<file path="src/trio_map.svh">
// Purpose: offsets, fields, reset values and timing counts
// Assumes: 100 MHz sys_clk, APB byte addresses
// Notes: definitions only
`ifndef TRIO_MAP_SVH
`define TRIO_MAP_SVH
`define TRIO_CLK_MHZ 100
`define TRIO_OFS_CTRL 8'h00
`define TRIO_OFS_CMD 8'h04
`define TRIO_OFS_COMP 8'h08
`define TRIO_OFS_STAT 8'h0C
`define TRIO_CTRL_ILOCK 0
`define TRIO_CTRL_PHOLD 1
`define TRIO_CTRL_FHOLD 2
`define TRIO_CTRL_AUTO 3
`define TRIO_CTRL_INSUL 4
`define TRIO_CTRL_COMP 5
`define TRIO_CTRL_SETUP 6
`define TRIO_CTRL_RST 7'h00
`define TRIO_CMD_START 0
`define TRIO_CMD_STOP 1
`define TRIO_CMD_CLEAR 2
`define TRIO_CMD_PASS 3
`define TRIO_CMD_UPPER 4
`define TRIO_CMD_LOWER 5
`define TRIO_WV_SAFE_V 16'h001E
`define TRIO_IR_SAFE_V 16'h0032
`define TRIO_DEB_US 10
`define TRIO_DEB_CYC (`TRIO_DEB_US * `TRIO_CLK_MHZ)
`define TRIO_RESULT_MS 500
`define TRIO_RESULT_CYC (`TRIO_RESULT_MS * 1000 * `TRIO_CLK_MHZ)
`endif

</file>
<file path="src/trio_pkg.sv">
// Purpose: types of the remote i/o status block
// Assumes: nothing
// Notes: one-hot sequence states
package trio_pkg;
    typedef enum logic [6:0] {
        TRIO_SETUP = 7'h01,
        TRIO_READY = 7'h02,
        TRIO_TEST = 7'h04,
        TRIO_DECAY = 7'h08,
        TRIO_PASS = 7'h10,
        TRIO_FAIL = 7'h20,
        TRIO_LOCK = 7'h40
    } trio_state_t;
endpackage : trio_pkg

</file>
<file path="src/trio_top.sv">
// Purpose: status outputs and interlock of the isolated remote i/o port
// Assumes: firmware posts judgements over APB; meas_volt in volts, same clock
// Notes: all status pins active low, registered
//
// Overview of operation
// status outputs are low only while their condition holds, else high.
// controller holds the enable line low for remote inputs to act.
// start low while ready low begins a test.
// test start releases ready, drives test and high voltage low.
// with comparison set, test low only while the indicator flashes.
// high voltage output follows hazard lamp until voltage under 30 V or 50 V.
// pass releases test and drives pass low.
// pass hold keeps pass low until hold cleared.
// clearing hold or auto return releases pass and drives ready low.
// upper failure drives upper fail low, lower failure lower fail low.
// fail hold keeps fail outputs low until hold cleared.
// withstand failure drives withstand fail, insulation failure insulation fail.
// comparison never reached drives upper and lower fail together.
// stop termination gives no judgement; result outputs stay high.
// setting, save/load or option screens release every status output.
// auto test waits for decay; test output stays low throughout.
// engaged interlock cuts high voltage and ignores all keys.
// interlock input works whatever the enable line does.
// interlock option resets to 0; at 0 the interlock is inactive.
// option may become 1 only while the interlock input is low.
// option set and input high engages; input low releases to ready.
// controller must not trust status levels right after power-on.
// mode outputs low while a withstand or insulation test runs.
// start and stop inputs act like the front panel keys.
// stop input acts whatever the enable line does.
// inputs are synchronised and debounced; one start edge starts one test.
`timescale 1ns/1ps
`include "trio_map.svh"

module trio_top
    import trio_pkg::*;
(
    input wire logic sys_clk,
    input wire logic rstn,
    input wire logic ce,
    input wire logic psel,
    input wire logic penable,
    input wire logic pwrite,
    input wire logic [7:0] paddr,
    input wire logic [31:0] pwdata,
    output logic [31:0] prdata,
    output logic pready,
    output logic pslverr,
    input wire logic start_n,
    input wire logic stop_n,
    input wire logic external_io_enable_n,
    input wire logic interlock_n,
    input wire logic [15:0] meas_volt,
    output logic ready_n,
    output logic test_n,
    output logic hv_on_n,
    output logic pass_n,
    output logic upper_fail_n,
    output logic lower_fail_n,
    output logic withstand_mode_n,
    output logic insulation_mode_n,
    output logic withstand_fail_n,
    output logic insulation_fail_n,
    output logic hazard_lamp,
    output logic hv_enable
);
    localparam int NIN = 4;
    localparam logic [15:0] DEB_CYC = 16'(`TRIO_DEB_CYC);
    localparam logic [31:0] RESULT_CYC = 32'(`TRIO_RESULT_CYC);

    // pin inputs: 0 start, 1 stop, 2 enable, 3 interlock (0 to 2 low active; interlock engages when high)
    logic [NIN-1:0] pin_raw;
    logic [NIN-1:0] deb_lvl;
    assign pin_raw = {interlock_n, external_io_enable_n, stop_n, start_n};

    genvar gi;
    generate
        for (gi = 0; gi < NIN; gi++) begin : g_in
            logic s1;
            logic s2;
            logic [15:0] cnt;
            always_ff @(posedge sys_clk) begin
                if (!rstn) begin
                    s1 <= 1'b1;
                    s2 <= 1'b1;
                end else if (ce) begin
                    s1 <= pin_raw[gi];
                    s2 <= s1;
                end
            end
            // a new contact level must hold for a full window before it counts
            always_ff @(posedge sys_clk) begin
                if (!rstn) begin
                    deb_lvl[gi] <= 1'b1;
                    cnt <= 16'h0000;
                end else if (ce) begin
                    if (s2 == deb_lvl[gi]) begin
                        cnt <= 16'h0000;
                    end else if (cnt == DEB_CYC - 16'h0001) begin
                        deb_lvl[gi] <= s2;
                        cnt <= 16'h0000;
                    end else begin
                        cnt <= cnt + 16'h0001;
                    end
                end
            end
        end
    endgenerate

    logic [NIN-1:0] deb_q;
    always_ff @(posedge sys_clk) begin
        if (!rstn) begin
            deb_q <= {NIN{1'b1}};
        end else if (ce) begin
            deb_q <= deb_lvl;
        end
    end

    logic ext_en;
    logic ext_start;
    logic ext_stop;
    logic ext_en_chg;
    logic il_open;
    assign ext_en = ~deb_lvl[2];
    assign ext_start = ext_en & deb_q[0] & ~deb_lvl[0];
    assign ext_stop = ~deb_lvl[1];
    assign ext_en_chg = deb_q[2] ^ deb_lvl[2];
    assign il_open = deb_lvl[3];

    // register file
    logic [6:0] ctrl;
    logic [15:0] comp_volt;
    logic [5:0] cmd;
    logic wr_acc;
    logic rd_acc;
    assign wr_acc = psel & penable & pready & pwrite;
    assign rd_acc = psel & ~penable;

    logic lock_on;
    assign lock_on = ctrl[`TRIO_CTRL_ILOCK] & il_open;

    always_ff @(posedge sys_clk) begin
        if (!rstn) begin
            ctrl <= `TRIO_CTRL_RST;
            comp_volt <= 16'h0000;
        end else if (ce && wr_acc) begin
            if (paddr == `TRIO_OFS_CTRL) begin
                ctrl <= pwdata[6:0];
                // option may rise only with the loop closed
                if (il_open && !ctrl[`TRIO_CTRL_ILOCK]) begin
                    ctrl[`TRIO_CTRL_ILOCK] <= 1'b0;
                end
            end else if (paddr == `TRIO_OFS_COMP) begin
                comp_volt <= pwdata[15:0];
            end
        end
    end

    // command strobes; keys are dropped while locked
    always_ff @(posedge sys_clk) begin
        if (!rstn) begin
            cmd <= 6'h00;
        end else if (ce) begin
            if (wr_acc && paddr == `TRIO_OFS_CMD) begin
                cmd <= pwdata[5:0];
            end else begin
                cmd <= 6'h00;
            end
        end
    end

    trio_state_t state;
    trio_state_t next_state;
    logic insul;
    logic next_insul;
    logic first_done;
    logic next_first_done;
    logic [1:0] fail_kind;
    logic [1:0] next_fail_kind;
    logic [31:0] res_cnt;

    logic safe_v;
    logic comp_hit;
    logic any_start;
    logic any_stop;
    logic judge;
    logic fail_j;
    logic res_hold;
    assign safe_v = insul ? (meas_volt < `TRIO_IR_SAFE_V) : (meas_volt < `TRIO_WV_SAFE_V);
    assign comp_hit = meas_volt >= comp_volt;
    assign any_start = ext_start | cmd[`TRIO_CMD_START];
    assign any_stop = ext_stop | cmd[`TRIO_CMD_STOP];
    assign fail_j = cmd[`TRIO_CMD_UPPER] | cmd[`TRIO_CMD_LOWER];
    assign judge = cmd[`TRIO_CMD_PASS] | fail_j;
    assign res_hold = (state == TRIO_PASS) ? ctrl[`TRIO_CTRL_PHOLD] : ctrl[`TRIO_CTRL_FHOLD];

    always_comb begin
        next_state = state;
        next_insul = insul;
        next_first_done = first_done;
        next_fail_kind = fail_kind;
        unique case (state)
            TRIO_SETUP: begin
                if (!ctrl[`TRIO_CTRL_SETUP]) begin
                    next_state = TRIO_READY;
                end
            end
            TRIO_READY: begin
                if (any_start) begin
                    next_state = TRIO_TEST;
                    next_insul = ctrl[`TRIO_CTRL_INSUL];
                    next_first_done = 1'b0;
                end
            end
            TRIO_TEST: begin
                if (any_stop || ext_en_chg) begin
                    next_state = TRIO_READY;
                end else if (fail_j) begin
                    next_state = TRIO_FAIL;
                    // both bits set when comparison never reached
                    next_fail_kind = {cmd[`TRIO_CMD_UPPER], cmd[`TRIO_CMD_LOWER]};
                end else if (judge) begin
                    if (ctrl[`TRIO_CTRL_AUTO] && !first_done) begin
                        next_state = TRIO_DECAY;
                    end else begin
                        next_state = TRIO_PASS;
                    end
                end
            end
            TRIO_DECAY: begin
                if (any_stop) begin
                    next_state = TRIO_READY;
                end else if (safe_v) begin
                    next_state = TRIO_TEST;
                    next_insul = ~insul;
                    next_first_done = 1'b1;
                end
            end
            TRIO_PASS, TRIO_FAIL: begin
                if (any_stop || cmd[`TRIO_CMD_CLEAR]) begin
                    next_state = TRIO_READY;
                end else if (!res_hold && res_cnt == RESULT_CYC) begin
                    next_state = TRIO_READY;
                end
            end
            TRIO_LOCK: begin
                next_state = TRIO_READY;
            end
        endcase
        if (ctrl[`TRIO_CTRL_SETUP]) begin
            next_state = TRIO_SETUP;
        end
        if (lock_on) begin
            next_state = TRIO_LOCK;
        end
    end

    always_ff @(posedge sys_clk) begin
        if (!rstn) begin
            state <= TRIO_SETUP;
            insul <= 1'b0;
            first_done <= 1'b0;
            fail_kind <= 2'b00;
        end else if (ce) begin
            state <= next_state;
            insul <= next_insul;
            first_done <= next_first_done;
            fail_kind <= next_fail_kind;
        end
    end

    // result display time before automatic return
    always_ff @(posedge sys_clk) begin
        if (!rstn) begin
            res_cnt <= 32'h00000000;
        end else if (ce) begin
            if (state != next_state || res_hold) begin
                res_cnt <= 32'h00000000;
            end else if (res_cnt != RESULT_CYC) begin
                res_cnt <= res_cnt + 32'h00000001;
            end
        end
    end

    // pin drive; lamp keeps burning while the output is still charged, except in setup
    logic in_test;
    logic lamp;
    logic in_res;
    assign in_test = (state == TRIO_TEST) || (state == TRIO_DECAY);
    assign lamp = (state == TRIO_TEST) || (state != TRIO_SETUP && !safe_v);
    assign in_res = (state == TRIO_PASS) || (state == TRIO_FAIL);

    always_ff @(posedge sys_clk) begin
        if (!rstn) begin
            ready_n <= 1'b1;
            test_n <= 1'b1;
            hv_on_n <= 1'b1;
            pass_n <= 1'b1;
            upper_fail_n <= 1'b1;
            lower_fail_n <= 1'b1;
            withstand_mode_n <= 1'b1;
            insulation_mode_n <= 1'b1;
            withstand_fail_n <= 1'b1;
            insulation_fail_n <= 1'b1;
            hazard_lamp <= 1'b0;
            hv_enable <= 1'b0;
        end else if (ce) begin
            ready_n <= ~(state == TRIO_READY);
            // flashing lasts until the comparison level is reached
            test_n <= ~(in_test && !(ctrl[`TRIO_CTRL_COMP] && state == TRIO_TEST
                && comp_hit));
            hv_on_n <= ~lamp;
            hazard_lamp <= lamp;
            hv_enable <= (state == TRIO_TEST) && !lock_on;
            pass_n <= ~(state == TRIO_PASS);
            upper_fail_n <= ~(state == TRIO_FAIL && fail_kind[1]);
            lower_fail_n <= ~(state == TRIO_FAIL && fail_kind[0]);
            withstand_mode_n <= ~(in_test && !insul);
            insulation_mode_n <= ~(in_test && insul);
            withstand_fail_n <= ~(state == TRIO_FAIL && !insul);
            insulation_fail_n <= ~(state == TRIO_FAIL && insul);
        end
    end

    // apb: no wait states, pready pulses for one cycle
    always_ff @(posedge sys_clk) begin
        if (!rstn) begin
            pready <= 1'b0;
            pslverr <= 1'b0;
            prdata <= 32'h00000000;
        end else if (ce) begin
            pready <= rd_acc;
            pslverr <= rd_acc && paddr != `TRIO_OFS_CTRL && paddr != `TRIO_OFS_CMD
                && paddr != `TRIO_OFS_COMP && paddr != `TRIO_OFS_STAT;
            prdata <= 32'h00000000;
            if (rd_acc && !pwrite) begin
                unique case (paddr)
                    `TRIO_OFS_CTRL: prdata <= {25'h0000000, ctrl};
                    `TRIO_OFS_COMP: prdata <= {16'h0000, comp_volt};
                    `TRIO_OFS_STAT: prdata <= {16'h0000, deb_lvl, 1'b0, lock_on,
                        fail_kind, insul, state};
                    default: prdata <= 32'h00000000;
                endcase
            end
        end
    end
endmodule : trio_top
</file>
<file path="config.mk">
export PLATFORM = sky130hd
export DESIGN_NAME = trio_top
export DESIGN_NICKNAME = d
export VERILOG_FILES = /design/src/trio_pkg.sv /design/src/trio_top.sv
export VERILOG_INCLUDE_DIRS = /design/src
export SDC_FILE = /design/constraint.sdc
export NUM_CORES = 1
export LEC_CHECK = 0
export ABC_AREA = 1
export BUFFER_PORTS_ARGS = -buffer_cell sky130_fd_sc_hd__buf_2
export CAP_MARGIN = 10
export CORE_MARGIN = 8
export CORE_UTILIZATION = 54
export DETAILED_ROUTE_END_ITERATION = 6
export GPL_TIMING_DRIVEN = 1
export PLACE_DENSITY = 0.83
export SLEW_MARGIN = 40
export SYNTH_ARGS = -nofsm -noshare
export SYNTH_HDL_FRONTEND = slang
export SYNTH_SLANG_ARGS = --single-unit
</file>
<file path="constraint.sdc">
create_clock -name sys_clk -period 2.1 [get_ports sys_clk]
set_input_delay 0.105 -clock sys_clk [delete_from_list [all_inputs] [get_ports sys_clk]]
set_output_delay 0.105 -clock sys_clk [all_outputs]
set_load 0.005 [all_outputs]
</file>
Yosys cells after proc, flatten, opt, wreduce, memory -nomap -nowiden
Index checks and enable logic that the tools add are counted.

Bits in registers: 197. Input port bits: 66. Output and inout port bits: 46. Logic and storage cells: 194.

Add/sub/neg operators: 5. Magnitude comparators: 3. Eq/ne operators: 28. Multiplexer cells: 36. Bitwise logic cells: 33. Reductions and logical operators: 49.

Operator list (count): 16-bit 2-to-1 mux (9); 7-bit 2-to-1 mux (10); 16-bit by 1-bit adder with 16-bit output (second input constant) (4); 16-bit by 10-bit equality test with 1-bit output (second input constant) (4); 32-bit 2-to-1 mux (2); 16-bit one-hot mux with 3 select lines (1); 7-bit one-hot mux with 5 select lines (1); 32-bit by 1-bit adder with 32-bit output (second input constant) (1); 32-bit by 26-bit equality test with 1-bit output (second input constant) (1); 32-bit by 26-bit inequality test with 1-bit output (second input constant) (1); 1-bit logical AND (21); 1-bit NOT (21); 8-bit by 4-bit equality test with 1-bit output (second input constant) (2); 16-bit greater-or-equal comparator (1); 16-bit by 5-bit < comparator with 1-bit output (second input constant) (1); 16-bit by 6-bit < comparator with 1-bit output (second input constant) (1); 8-bit by 4-bit inequality test with 1-bit output (second input constant) (2); 3-bit AND reduction (5); 1-bit 2-to-1 mux (9); 8-bit by 3-bit equality test with 1-bit output (second input constant) (1); 1-bit logical NOT (8); 8-bit logical NOT (1); 8-bit by 3-bit inequality test with 1-bit output (second input constant) (1); 8-bit nonzero test (1); other kinds (23) (45).

Longest topological paths before layout
Gate-level depths: netlist (run 1).

Word-level depth: 13. Gate-level depth with buffers: 21.

Least setup slack after synthesis (run 1)
OpenSTA, ideal clock, no wires.

Path type: register to register. Start point: register res_cnt[0]. End point: register res_cnt[10]. Arrival: 2.090 ns. Path slack: -0.061 ns. Cell stages (with the launch flop): 22. Path buffers: 1. Period minus slack after synthesis: 2.161 ns. Cells stage by stage: dfxtp_1 > inv_1 > ha_1 > inv_1 > nor2_1 > nand2_1 > nor2_1 > nand2_1 > nor2_2 > nand2_1 > nand2_1 > nand2_1 > nand2_4 > nand2_2 > nand2_2 > nand2_2 > nor2_4 > nand3_4 > nor2_8 > buf_6 > nand4_1 > a21oi_2.

Longest elaborated chain between the ends: 11.

Ends and longest elaborated chain: from (decl) (line trio_top.sv:180) `logic [31:0] res_cnt;`; from (signal assigned) (line trio_top.sv:280) `res_cnt <= res_cnt + 32'h00000001;`; 32-bit by 26-bit equality test with 1-bit output (line trio_top.sv:242) `end else if (!res_hold && res_cnt == RESULT_CYC) begin`; 1-bit logical AND (line trio_top.sv:242); 7-bit 2-to-1 mux (line trio_top.sv:242); 7-bit 2-to-1 mux (line trio_top.sv:240) `` if (any_stop || cmd[`TRIO_CMD_CLEAR]) begin ``; 7-bit one-hot mux with 5 select lines (line trio_top.sv:202) `unique case (state)`; 7-bit 2-to-1 mux (line trio_top.sv:250) `` if (ctrl[`TRIO_CTRL_SETUP]) begin ``; 7-bit 2-to-1 mux (line trio_top.sv:253) `if (lock_on) begin`; 7-bit inequality test (line trio_top.sv:277) `if (state != next_state || res_hold) begin`; 1-bit logical OR (line trio_top.sv:277); 2-bit nonzero test (no line); 2-bit AND reduction (no line).

Parallel ways exist; a longest one is shown, timed or not. The select of a mux whose other input is x is not followed. A chain may end at the register's enable or synchronous reset.

Worst setup path in the final report (run 1)
Start point: register deb_lvl[1]. End point: register res_cnt[21].

Longest elaborated chain between the ends: 11.

Ends and longest elaborated chain: from (decl) (line trio_top.sv:73) `logic [NIN-1:0] deb_lvl;`; from (signal, indexed assignment) (line trio_top.sv:94) `deb_lvl[gi] <= 1'b1;`; from (signal, indexed assignment) (line trio_top.sv:100) `deb_lvl[gi] <= s2;`; 1-bit NOT * (line trio_top.sv:126) `assign ext_stop = ~deb_lvl[1];`; 1-bit bitwise OR * (line trio_top.sv:192) `` assign any_stop = ext_stop | cmd[`TRIO_CMD_STOP]; ``; 1-bit logical OR (on tied branches) (line trio_top.sv:240, trio_top.sv:216); 7-bit 2-to-1 mux (on tied branches) (line trio_top.sv:240, trio_top.sv:216); 7-bit one-hot mux with 5 select lines * (line trio_top.sv:202); 7-bit 2-to-1 mux * (line trio_top.sv:250); 7-bit 2-to-1 mux * (line trio_top.sv:253); 7-bit inequality test * (line trio_top.sv:277); 1-bit logical OR * (line trio_top.sv:277); 2-bit nonzero test (no line); 2-bit AND reduction (no line).

Mark *: on every way between the ends. The rest lies on a longest branch, timed or not.

==> results of run 1 <==
stage by stage:
step	std cells	instance area [um2]
after CTS	1992	12800
final	2021	13400
after global routing	2021	13400
after global placement	1940	11900
after detailed placement	1940	11900
after floorplan	1542	10500
per-layer routing:
metal  global-route usage [%]  share of wire [%]  up-vias
met2                     42.8                 48      500
li1                         -                  -     5501
met3                     5.41                7.4      129
met1                     30.4                 40     5271
met5                        0                  0        -
met4                     12.0                4.0        0
cell type report:
class / instances / share of cell area, %
antenna: 2 / 0.0373
clock buffer: 17 / 3.17
clock inverter: 15 / 1.69
inverter: 193 / 5.56
multi-input combinational: 1087 / 45.6
sequential: 180 / 27.1
tap: 265 / 2.47
timing repair buffer: 262 / 14.4
cells in the final DEF (no fill, tap or decap), types with 37 or more instances in the layout:
| cell | instances |
|---|---|
| a21oi_1 | 124 |
| buf_2 | 80 |
| buf_4 | 154 |
| dfxtp_1 | 165 |
| inv_1 | 165 |
| nand2_1 | 273 |
| nand3_1 | 62 |
| nand4_1 | 56 |
| nor2_1 | 156 |
| nor3_1 | 37 |
| o21ai_0 | 79 |
power groups by stage:
stage / Combinational [uW] / Clock, uW / Sequential [uW]
finish: 1420 / 3510 / 3510
global placement: 1110 / 0 / 3580
global route: 1520 / 3680 / 3520
CTS: 1190 / 3520 / 3510
floorplan: 773 / 0 / 3570
detailed placement: 1140 / 0 / 3580
registers in the layout, indices dropped and copies added (netlist names), 2 cells and up:
| signal | flops |
|---|---|
| cmd | 6 |
| comp_volt | 16 |
| ctrl | 7 |
| deb_lvl | 3 |
| deb_q | 2 |
| fail_kind | 2 |
| g_in.cnt | 64 |
| g_in.s1 | 4 |
| g_in.s2 | 4 |
| prdata | 16 |
| res_cnt | 32 |
| state | 7 |
worst register-to-register path, stage by stage, from the launching register on:
cell	delay (ps)
dfxtp_1	330
inv_1	90
nor2_2	130
nand3_2	180
o21ai_1	270
nand3b_1	210
nor2_4	170
nand2_4	60
nand3_2	60
nand2_2	60
nor2_4	140
nand3_2	120
nand2_4	150
clkbuf_16	190
nand3_1	70
a21oi_1	160
path summary, 6_finish.rpt:
path / end / depth (start not counted)
worst min-delay path: comp_volt[14] / 3
worst max register to register: res_cnt[21] / 15
worst max-delay path: res_cnt[21] / 15
worst min register to register: g_in[0].cnt[0] / 1
timing repair:
action                     CTS  global route
hold endpoints to repair    27             0
buffers inserted             1            24
setup endpoints to repair   34            50
hold buffers                19             0
resized for setup           17            97
pin swaps                    4            29
cloned                       0             3
cell families (layout without fill, tap and decap cells):
logic type,after synthesis,after routing,share of synthesized area [%]
adder cells (fa/ha/maj),22,22,2.64
buffers and inverters,276,487,11.1
AO/OA/AOI/OAI,300,300,17.0
AND/OR/NAND/NOR,716,717,32.1
XOR/XNOR,32,32,2.68
other,1,18,0.0359
flip-flops,180,180,34.5
==> impl_metrics.csv, run 1 <==
group,metric,value,unit
logic_synthesis,synth_top_cell_by_area,"dfxtp_1",
timing,slew_violations,0,
status,status,"complete, but fails checks",
layout,nFillCells,1513,
worst_setup_path,crit_chain,"inv_1 > nor2_2 > nand3_2 > o21ai_1 > nand3b_1 > nor2_4 > nand2_4 > nand3_2 > nand2_2 > nor2_4 > nand3_2 > nand2_4 > clkbuf_16 > nand3_1 > a21oi_1",
grt,gr-total-overflow,0,
pwr,vdd.ir_drop.worst,625,uV
layout,drive_above_1_share,25.7,%
layout,syn_to_final_growth,28.3,%
grt,globalRouteTotalUtil,25.4,%
timing,tns,-10610,ps
logic_synthesis,yosys-top-cells-area,"dfxtp_1 34%, nand2_1 11%, inv_1 6.3%",
worst_setup_path,slowest_stage,"dfxtp_1",
clocking,cts_sinks,180,
pwr,swShare,30.2,%
die,initial_core_util,54.4,%
worst_setup_path,cpPeakStageDelay,330,ps
worst_setup_path,r2r_setup_slack,-370,ps
layout,num-nets-final,1829,
logic_synthesis,synth_seq_cells,180,
die,coreArea,0.0192,mm2
pwr,power_frac_seq,41.6,%
logic_synthesis,synth.top_cell.area_share,34.5,%
logic_synthesis,synth.most_common_cell,"nand2_1",
timing,rsz0062_at_grt,"yes",
detailed_routing,vias,11400,
worst_setup_path,critPathLaunch,"deb_lvl[1]",
clocking,clk_latency,450,ps
timing,holdWs,-5.38,ps
status,violations,"negative hold slack, negative setup slack",
logic_synthesis,synthTopCellsByCount,"293 x nand2_1, 180 x dfxtp_1, 175 x inv_1, 170 x nor2_1, 128 x a21oi_1",
clocking,cts_tree,"done",
timing,max_freq,0.404,GHz
die,dieHeight,155,um
logic_synthesis,synthFlopType,"dfxtp_1",
worst_setup_path,crit_buf_inv,2,
detailed_routing,drc,0,
logic_synthesis,synth_cells,1527,
pwr,p_int,5900,uW
min_path,min-delay-start,"pwdata[14]",
timing,finalCriticalPeriod,2470,ps
logic_synthesis,syn_area,0.0104,mm2
detailed_routing,antenna_left,0,
worst_setup_path,arrival,2850,ps
detailed_routing,drt_iter0_markers,980,
timing,hold_violations,1,
timing,period_share,118,%
grt,antenna_found_initial,2,
detailed_routing,wl_per_cell,16.2,um
worst_setup_path,cp_common_cell,"nand3_2",
worst_setup_path,cp.required,2470,ps
placed_design,io_buffers,79,
worst_setup_path,path_class,"reg -> reg",
placed_design,gp_congestion,0.980,
timing,tightest_slew,653,ps
logic_synthesis,synth-edff-count,0,
worst_setup_path,crit_family,"simple AND/OR/NAND/NOR gates",
pwr,total_power,8450,uW
die,dieWidth,155,um
die,rows,51,
logic_synthesis,synth-async-reset-ratio,0,%
timing,setup_slack,-374,ps
pwr,p_comb_share,16.8,%
logic_synthesis,avgSynthCellArea,6.84,um2
clocking,cts-root-buf,"clkbuf_16",
logic_synthesis,yosys_warnings,0,
logic_synthesis,synth_cell_types,57,
clocking,cts_buffers,17,
placed_design,dp_worst_setup_slack,-273,ps
worst_setup_path,r2r-start,"deb_lvl[1]",
layout,multi_input_area,0.00611,mm2
die,fp.dieArea,0.0241,mm2
clocking,htreeDepth,4,
detailed_routing,drt-pass1-iter-count,6,
die,io_pins,112,
timing,slew_headroom,56.5,%
worst_setup_path,cp-end-kind,"register",
layout,final-seq-area,0.00363,mm2
pwr,cellPowerDensity,630,mW/mm2
clocking,path_clk_slew,80,ps
pwr,p_leak,0.00530,uW
detailed_routing,routed_via_density,5.64,
timing,setup_viol,32,
pwr,clkPwrFrac,41.6,%
worst_setup_path,cp_max_fo,8,
worst_setup_path,cp-start-kind,"register",
min_path,min_path_type,"in -> reg",
layout,final_util,69.8,%
timing,finClkSkew,15.7,ps
pwr,switchingPower,2550,uW
grt,grt_pass1_vias,10700,
logic_synthesis,yosysSeqAreaShare,34.5,%
clocking,cts_buffer_depth,2,
grt,grt_pass1_wl,50300,um
grt,grt_max_degree,106,
job,drv_cap,0,
detailed_routing,drt-total-wl,32700,um
placed_design,hpwl,21800,um
Note: power is estimated with default switching activity, not from simulation.
==> run 2, diff against run 1 <==
--- a/config.mk
+++ b/config.mk
@@ -10,10 +10,10 @@
 export BUFFER_PORTS_ARGS = -buffer_cell sky130_fd_sc_hd__buf_2
 export CAP_MARGIN = 10
 export CORE_MARGIN = 8
-export CORE_UTILIZATION = 54
+export CORE_UTILIZATION = 59
 export DETAILED_ROUTE_END_ITERATION = 6
 export GPL_TIMING_DRIVEN = 1
-export PLACE_DENSITY = 0.83
+export PLACE_DENSITY = 0.86
 export SLEW_MARGIN = 40
 export SYNTH_ARGS = -nofsm -noshare
 export SYNTH_HDL_FRONTEND = slang
==> constraint.sdc (replaced) <==
create_clock -name sys_clk -period 3 [get_ports sys_clk]
set_input_delay 0.15 -clock sys_clk [delete_from_list [all_inputs] [get_ports sys_clk]]
set_output_delay 0.15 -clock sys_clk [all_outputs]
set_load 0.005 [all_outputs]
==> run 2 against run 1 <==
  * Power decreased by 36%
  * Largest cell class unchanged
  * Sequential share of layout area increased by 3.9 points
  * Maximum frequency decreased by 6.6%
  * Design area decreased by 13%
  * The run now ends clean
  * Critical endpoint is now res_cnt[7]
  * Non-clock buffer count decreased by 154
  * Count of clock-buffer cells in the layout unchanged
  * Clock skew decreased by 5.9 ps
==> impl_metrics.csv, run 2 (synthesized netlist as in run 1, its figures left out) <==
group,metric,value,unit
status,status,"completed",
min_path,min_path_type,"in -> reg",
clocking,cts-root-buf,"clkbuf_16",
grt,grt_pass1_wl,46500,um
timing,period_share,88.3,%
grt,globalRouteTotalUtil,25.1,%
die,io_pins,112,
clocking,ctsResizeCount,0,
clocking,cts_tree,"done",
die,dieWidth,149,um
detailed_routing,antenna_left,0,
placed_design,io_buffers,79,
timing,slew_headroom,48.6,%
layout,drive_above_1_share,13.0,%
pwr,p_leak,0.00443,uW
timing,finalCriticalPeriod,2650,ps
worst_setup_path,cpPeakStageDelay,340,ps
worst_setup_path,crit_family,"simple AND/OR/NAND/NOR gates",
worst_setup_path,cp-end-kind,"register",
die,rows,48,
detailed_routing,drc,0,
worst_setup_path,cp-start-kind,"register",
timing,tightest_slew,766,ps
clocking,clk_latency,440,ps
grt,gr-total-overflow,0,
job,drv_cap,0,
timing,max_freq,0.378,GHz
grt,grt_max_degree,106,
worst_setup_path,path_class,"reg -> reg",
detailed_routing,wl_per_cell,15.2,um
layout,largest_reg_flops,64,
worst_setup_path,arrival,3020,ps
timing,tns,0,ps
die,coreArea,0.0173,mm2
layout,nFillCells,1500,
layout,layout_commonest_cell,"nand2_1",
die,fp.dieArea,0.0222,mm2
timing,setup_viol,0,
layout,num-nets-final,1674,
worst_setup_path,crit_chain,"inv_1 > ha_1 > inv_1 > nor2_1 > nand2_1 > nor2_1 > nand2_1 > nor2_2 > nand2_1 > nand2_1 > nand2_1 > nand2_4 > nand2_2 > nand2_2 > nand2_2 > nor2_4 > nand3_4 > nor2_8 > nand4_1 > a21oi_2",
die,dieHeight,149,um
detailed_routing,drt_iter0_markers,788,
die,initial_core_util,60.4,%
clocking,cts_buffer_depth,2,
clocking,post-cts-setup-buffer-count,0,
layout,top_regs,"g_in.cnt (64), res_cnt (32)",
detailed_routing,drt-pass1-iter-count,6,
timing,slew_violations,0,
worst_setup_path,slowest_stage,"dfxtp_1",
layout,insertedDiodeCount,0,
detailed_routing,vias,10600,
layout,design_area,0.0116,mm2
placed_design,placed_cell_area,0.0109,mm2
placed_design,gp_congestion,0.955,
clocking,htreeDepth,4,
pwr,vdd.ir_drop.worst,546,uV
clocking,cts_sinks,180,
timing,hold_violations,0,
detailed_routing,drt-total-wl,27800,um
worst_setup_path,cp_max_fo,28,
layout,top_register,"g_in.cnt",
worst_setup_path,crit_buf_inv,2,
clocking,cts_buffers,17,
layout,syn_to_final_growth,11.3,%
timing,finClkSkew,9.72,ps
detailed_routing,routed_via_density,5.79,
grt,grt_pass1_vias,9921,
placed_design,hpwl,19700,um
layout,layout_common_cells,"293 x nand2_1, 180 x dfxtp_1, 173 x inv_1",
worst_setup_path,cp.required,3370,ps
timing,rsz0062_at_grt,"no",
pwr,cellPowerDensity,464,mW/mm2
clocking,path_clk_slew,80,ps
worst_setup_path,cp_common_cell,"nand2_1",
grt,antenna_found_initial,0,
-- run 2: changes by cell type in the layout (fill, tap and decap cells not counted), sizes merged --
| cell | delta |
|---|---|
| buf | -145 |
| bufinv | -2 |
| clkinvlp | -1 |
| dlygate4sd3 | -7 |
| diode | -2 |
| nand2 | -1 |
| inv | +3 |
| clkbuf | -2 |
-- run 2: what timing repair did --
item                                   CTS  global route
hold buffers                            12             0
endpoints found under the hold margin   12             0
setup endpoints to repair                0             0
-- run 2: power breakdown --
part | switching [uW] | internal [uW] | total, uW | leakage (uW)
clock | 1120 | 1140 | 2260 | 0.000291
sequential | 37.9 | 2420 | 2460 | 0.00146
combinational | 462 | 216 | 679 | 0.00268
-- run 2: worst paths after layout --
kind / startpoint / to / slack (ps) / depth (start not counted)
setup reg to reg: res_cnt[0] / res_cnt[7] / 350 / 20
setup / recovery: res_cnt[0] / res_cnt[7] / 350 / 20
hold / removal: pwdata[15] / comp_volt[15] / 20 / 3
hold reg to reg: prdata[3] / prdata[3] / 460 / 2
-- run 2: cell type report --
cell class | count | area (um2) | share of cell area, %
inverters | 193 | 729 | 6.28
multi-input cells | 1086 | 5750 | 49.5
clock buffers | 17 | 425 | 3.66
repair buffers | 108 | 656 | 5.64
flip-flops and latches | 180 | 3600 | 31.0
well taps | 225 | 282 | 2.42
clock inverters | 15 | 178 | 1.53
-- run 2: through the flow --
stage	hold slack (ps)	worst slack, ps	std cells	utilization (%)	total power (uW)
floorplan	276	839	1542	-	3030
global placement	363	480	1780	63.0	3150
detailed placement	371	419	1780	63.0	3170
CTS	1.16	377	1824	67.2	5410
global route	5.96	17.6	1824	67.2	5600
finish	15.8	352	1824	67.2	5390
-- run 2: worst min-delay path: cells and delay by family --
family          cells  cell delay [ps]
compound gates      2              190
buf+inv             1               80
-- run 2: metal layers --
metal / up-vias / track usage, % / routed length (um)
met4: 0 / 9.89 / 805
met2: 423 / 42.2 / 13300
met5: - / 0 / 0
met1: 4855 / 31.1 / 11600
li1: 5197 / - / -
met3: 80 / 4.55 / 1990
==> run 3, diff against run 2 <==
==> constraint.sdc (replaced) <==
create_clock -name sys_clk -period 2.6 [get_ports sys_clk]
set_input_delay 0.13 -clock sys_clk [delete_from_list [all_inputs] [get_ports sys_clk]]
set_output_delay 0.13 -clock sys_clk [all_outputs]
set_load 0.005 [all_outputs]
==> run 3 against run 2 <==
  * The run now ends with design-rule violations left
  * Clock power increased by 14%
  * Maximum frequency increased by 6.3%
  * Die area stayed put
  * Combinational power rose by 33%
  * Flip-flop and latch count stayed put
  * Critical path type unchanged
  * Critical endpoint is now res_cnt[18]
==> impl_metrics.csv, run 3 (synthesized netlist as in run 1, its figures left out) <==
group,metric,value,unit
clocking,cts_sinks,180,
layout,num-nets-final,1705,
job,drv_cap,0,
die,rows,48,
die,initial_core_util,60.4,%
timing,hold_violations,0,
status,status,"complete, but fails checks",
layout,syn_to_final_growth,15.0,%
placed_design,io_buffers,79,
worst_setup_path,slowest_stage,"dfxtp_4",
grt,gr-total-overflow,0,
worst_setup_path,cp_max_fo,7,
timing,slew_violations,0,
detailed_routing,routed_via_density,5.83,
grt,grt_pass1_wl,47200,um
worst_setup_path,path_class,"reg -> reg",
worst_setup_path,cp_common_cell,"nand2_1",
worst_setup_path,crit_chain,"inv_4 > ha_4 > inv_2 > nor2_1 > nand2_1 > nor2_1 > nand2_1 > nor2_4 > nand2_1 > nand2_1 > nand2_2 > nand2_4 > nand2_4 > nand2_2 > nand2_2 > nor2_4 > nand3_4 > nor2_8 > clkbuf_16 > nand4_1 > a21oi_1",
pwr,cellPowerDensity,526,mW/mm2
timing,finClkSkew,11.1,ps
grt,grt_pass1_vias,10000,
worst_setup_path,cpPeakStageDelay,360,ps
layout,drive_above_1_share,15.5,%
timing,tightest_slew,875,ps
grt,antenna_found_initial,0,
pwr,p_leak,0.00461,uW
layout,top_regs,"g_in.cnt (64), res_cnt (32)",
timing,setup_slack,110,ps
die,coreArea,0.0173,mm2
worst_setup_path,r2r_end,"res_cnt[18]",
min_path,whs_endpoint,"comp_volt[12]",
worst_setup_path,worstRegToRegCells,21,
clocking,cts-root-buf,"clkbuf_16",
worst_setup_path,cp-end-kind,"register",
clocking,clk_latency,440,ps
clocking,cts_buffers,17,
worst_setup_path,arrival,2850,ps
layout,design_area,0.0120,mm2
detailed_routing,antenna_left,0,
clocking,path_clk_slew,80,ps
grt,met2_usage,42.0,%
layout,largest_reg_flops,64,
grt,busiest_layer,"met2",
timing,holdWs,7.15,ps
detailed_routing,drt_iter0_markers,1059,
detailed_routing,drt-pass1-iter-count,7,
worst_setup_path,cp.required,2960,ps
layout,layout_commonest_cell,"nand2_1",
timing,period_share,95.8,%
die,io_pins,112,
detailed_routing,drt-total-wl,29500,um
grt,use_met1,32.1,%
min_path,min-delay-start,"pwdata[12]",
placed_design,placed_cell_area,0.0110,mm2
placed_design,gp_congestion,0.988,
clocking,htreeDepth,4,
die,fp.dieArea,0.0222,mm2
timing,finalCriticalPeriod,2490,ps
worst_setup_path,cp-start-kind,"register",
min_path,min_path_type,"in -> reg",
timing,tns,0,ps
layout,layout_common_cells,"292 x nand2_1, 170 x inv_1, 169 x nor2_1, 169 x dfxtp_1, 128 x a21oi_1",
worst_setup_path,r2r-start,"res_cnt[0]",
clocking,cts_buffer_depth,2,
detailed_routing,drc,1,
grt,grt_max_degree,64,
grt,globalRouteTotalUtil,25.5,%
pwr,total_power,6320,uW
grt,grt_use_met3,5.04,%
worst_setup_path,r2r_setup_slack,110,ps
die,dieHeight,149,um
placed_design,hpwl,19700,um
min_path,worstHoldPathCells,3,
layout,top_register,"g_in.cnt",
pwr,vdd.ir_drop.worst,643,uV
layout,insertedDiodeCount,0,
detailed_routing,vias,10800,
placed_design,dp_worst_setup_slack,153,ps
detailed_routing,wl_per_cell,15.9,um
timing,max_freq,0.402,GHz
clocking,cts_tree,"done",
die,dieWidth,149,um
timing,setup_viol,0,
status,violations,"design-rule violations",
timing,slew_headroom,41.2,%
-- run 3: where the power goes --
part / switching (uW) / internal [uW]
clock network: 1280 / 1300
registers: 46.1 / 2790
logic: 576 / 328
-- run 3: worst max-delay path by stage --
| stage | from | to | slack [ps] | cells after the start |
|---|---|---|---|---|
| 2_1_floorplan | res_cnt[0] | res_cnt[10] | 440 | 21 |
| 3_3_place_gp | state[5] | res_cnt[13] | 230 | 15 |
| 3_5_place_dp | state[5] | res_cnt[18] | 150 | 15 |
| 4_1_cts | res_cnt[0] | res_cnt[19] | 130 | 21 |
| 5_1_grt | res_cnt[0] | res_cnt[14] | -50 | 21 |
| 6_report | res_cnt[0] | res_cnt[18] | 110 | 21 |
-- run 3: per-layer routing --
metal | share of wire, % | vias up
met1 | 41 | 4955
li1 | - | 5236
met2 | 47 | 524
met3 | 8.4 | 107
met5 | 0 | -
met4 | 3.3 | 0
-- run 3: repair_timing --
item                       in CTS  in global routing
hold endpoints to repair       19                  0
setup endpoints to repair       0                 32
gates resized for setup         0                 30
hold buffers                   17                  0
setup buffers                   0                  5
-- run 3: worst max-delay path: cells and delay by family (launching register included) --
family,cells,cell delay [ps]
buffers and inverters,3,300
DFF,1,360
AOI/OAI and AO/OA,1,170
and+or+nand+nor,16,1440
adders and majority gates,1,130
-- run 3: area by class of cell --
type	instances	area (um2)
multi-input combinational	1086	5800
fill	1384	5280
sequential	180	3620
timing repair buffer	139	982
inverter	193	737
clock buffer	18	429
tap	225	282
clock inverter	14	163
-- run 3: through the flow --
step	instances	utilization [%]
finish	1855	69.5
global route	1855	69.5
CTS	1846	68.2
detailed placement	1797	63.8
global placement	1797	63.8
floorplan	1542	-
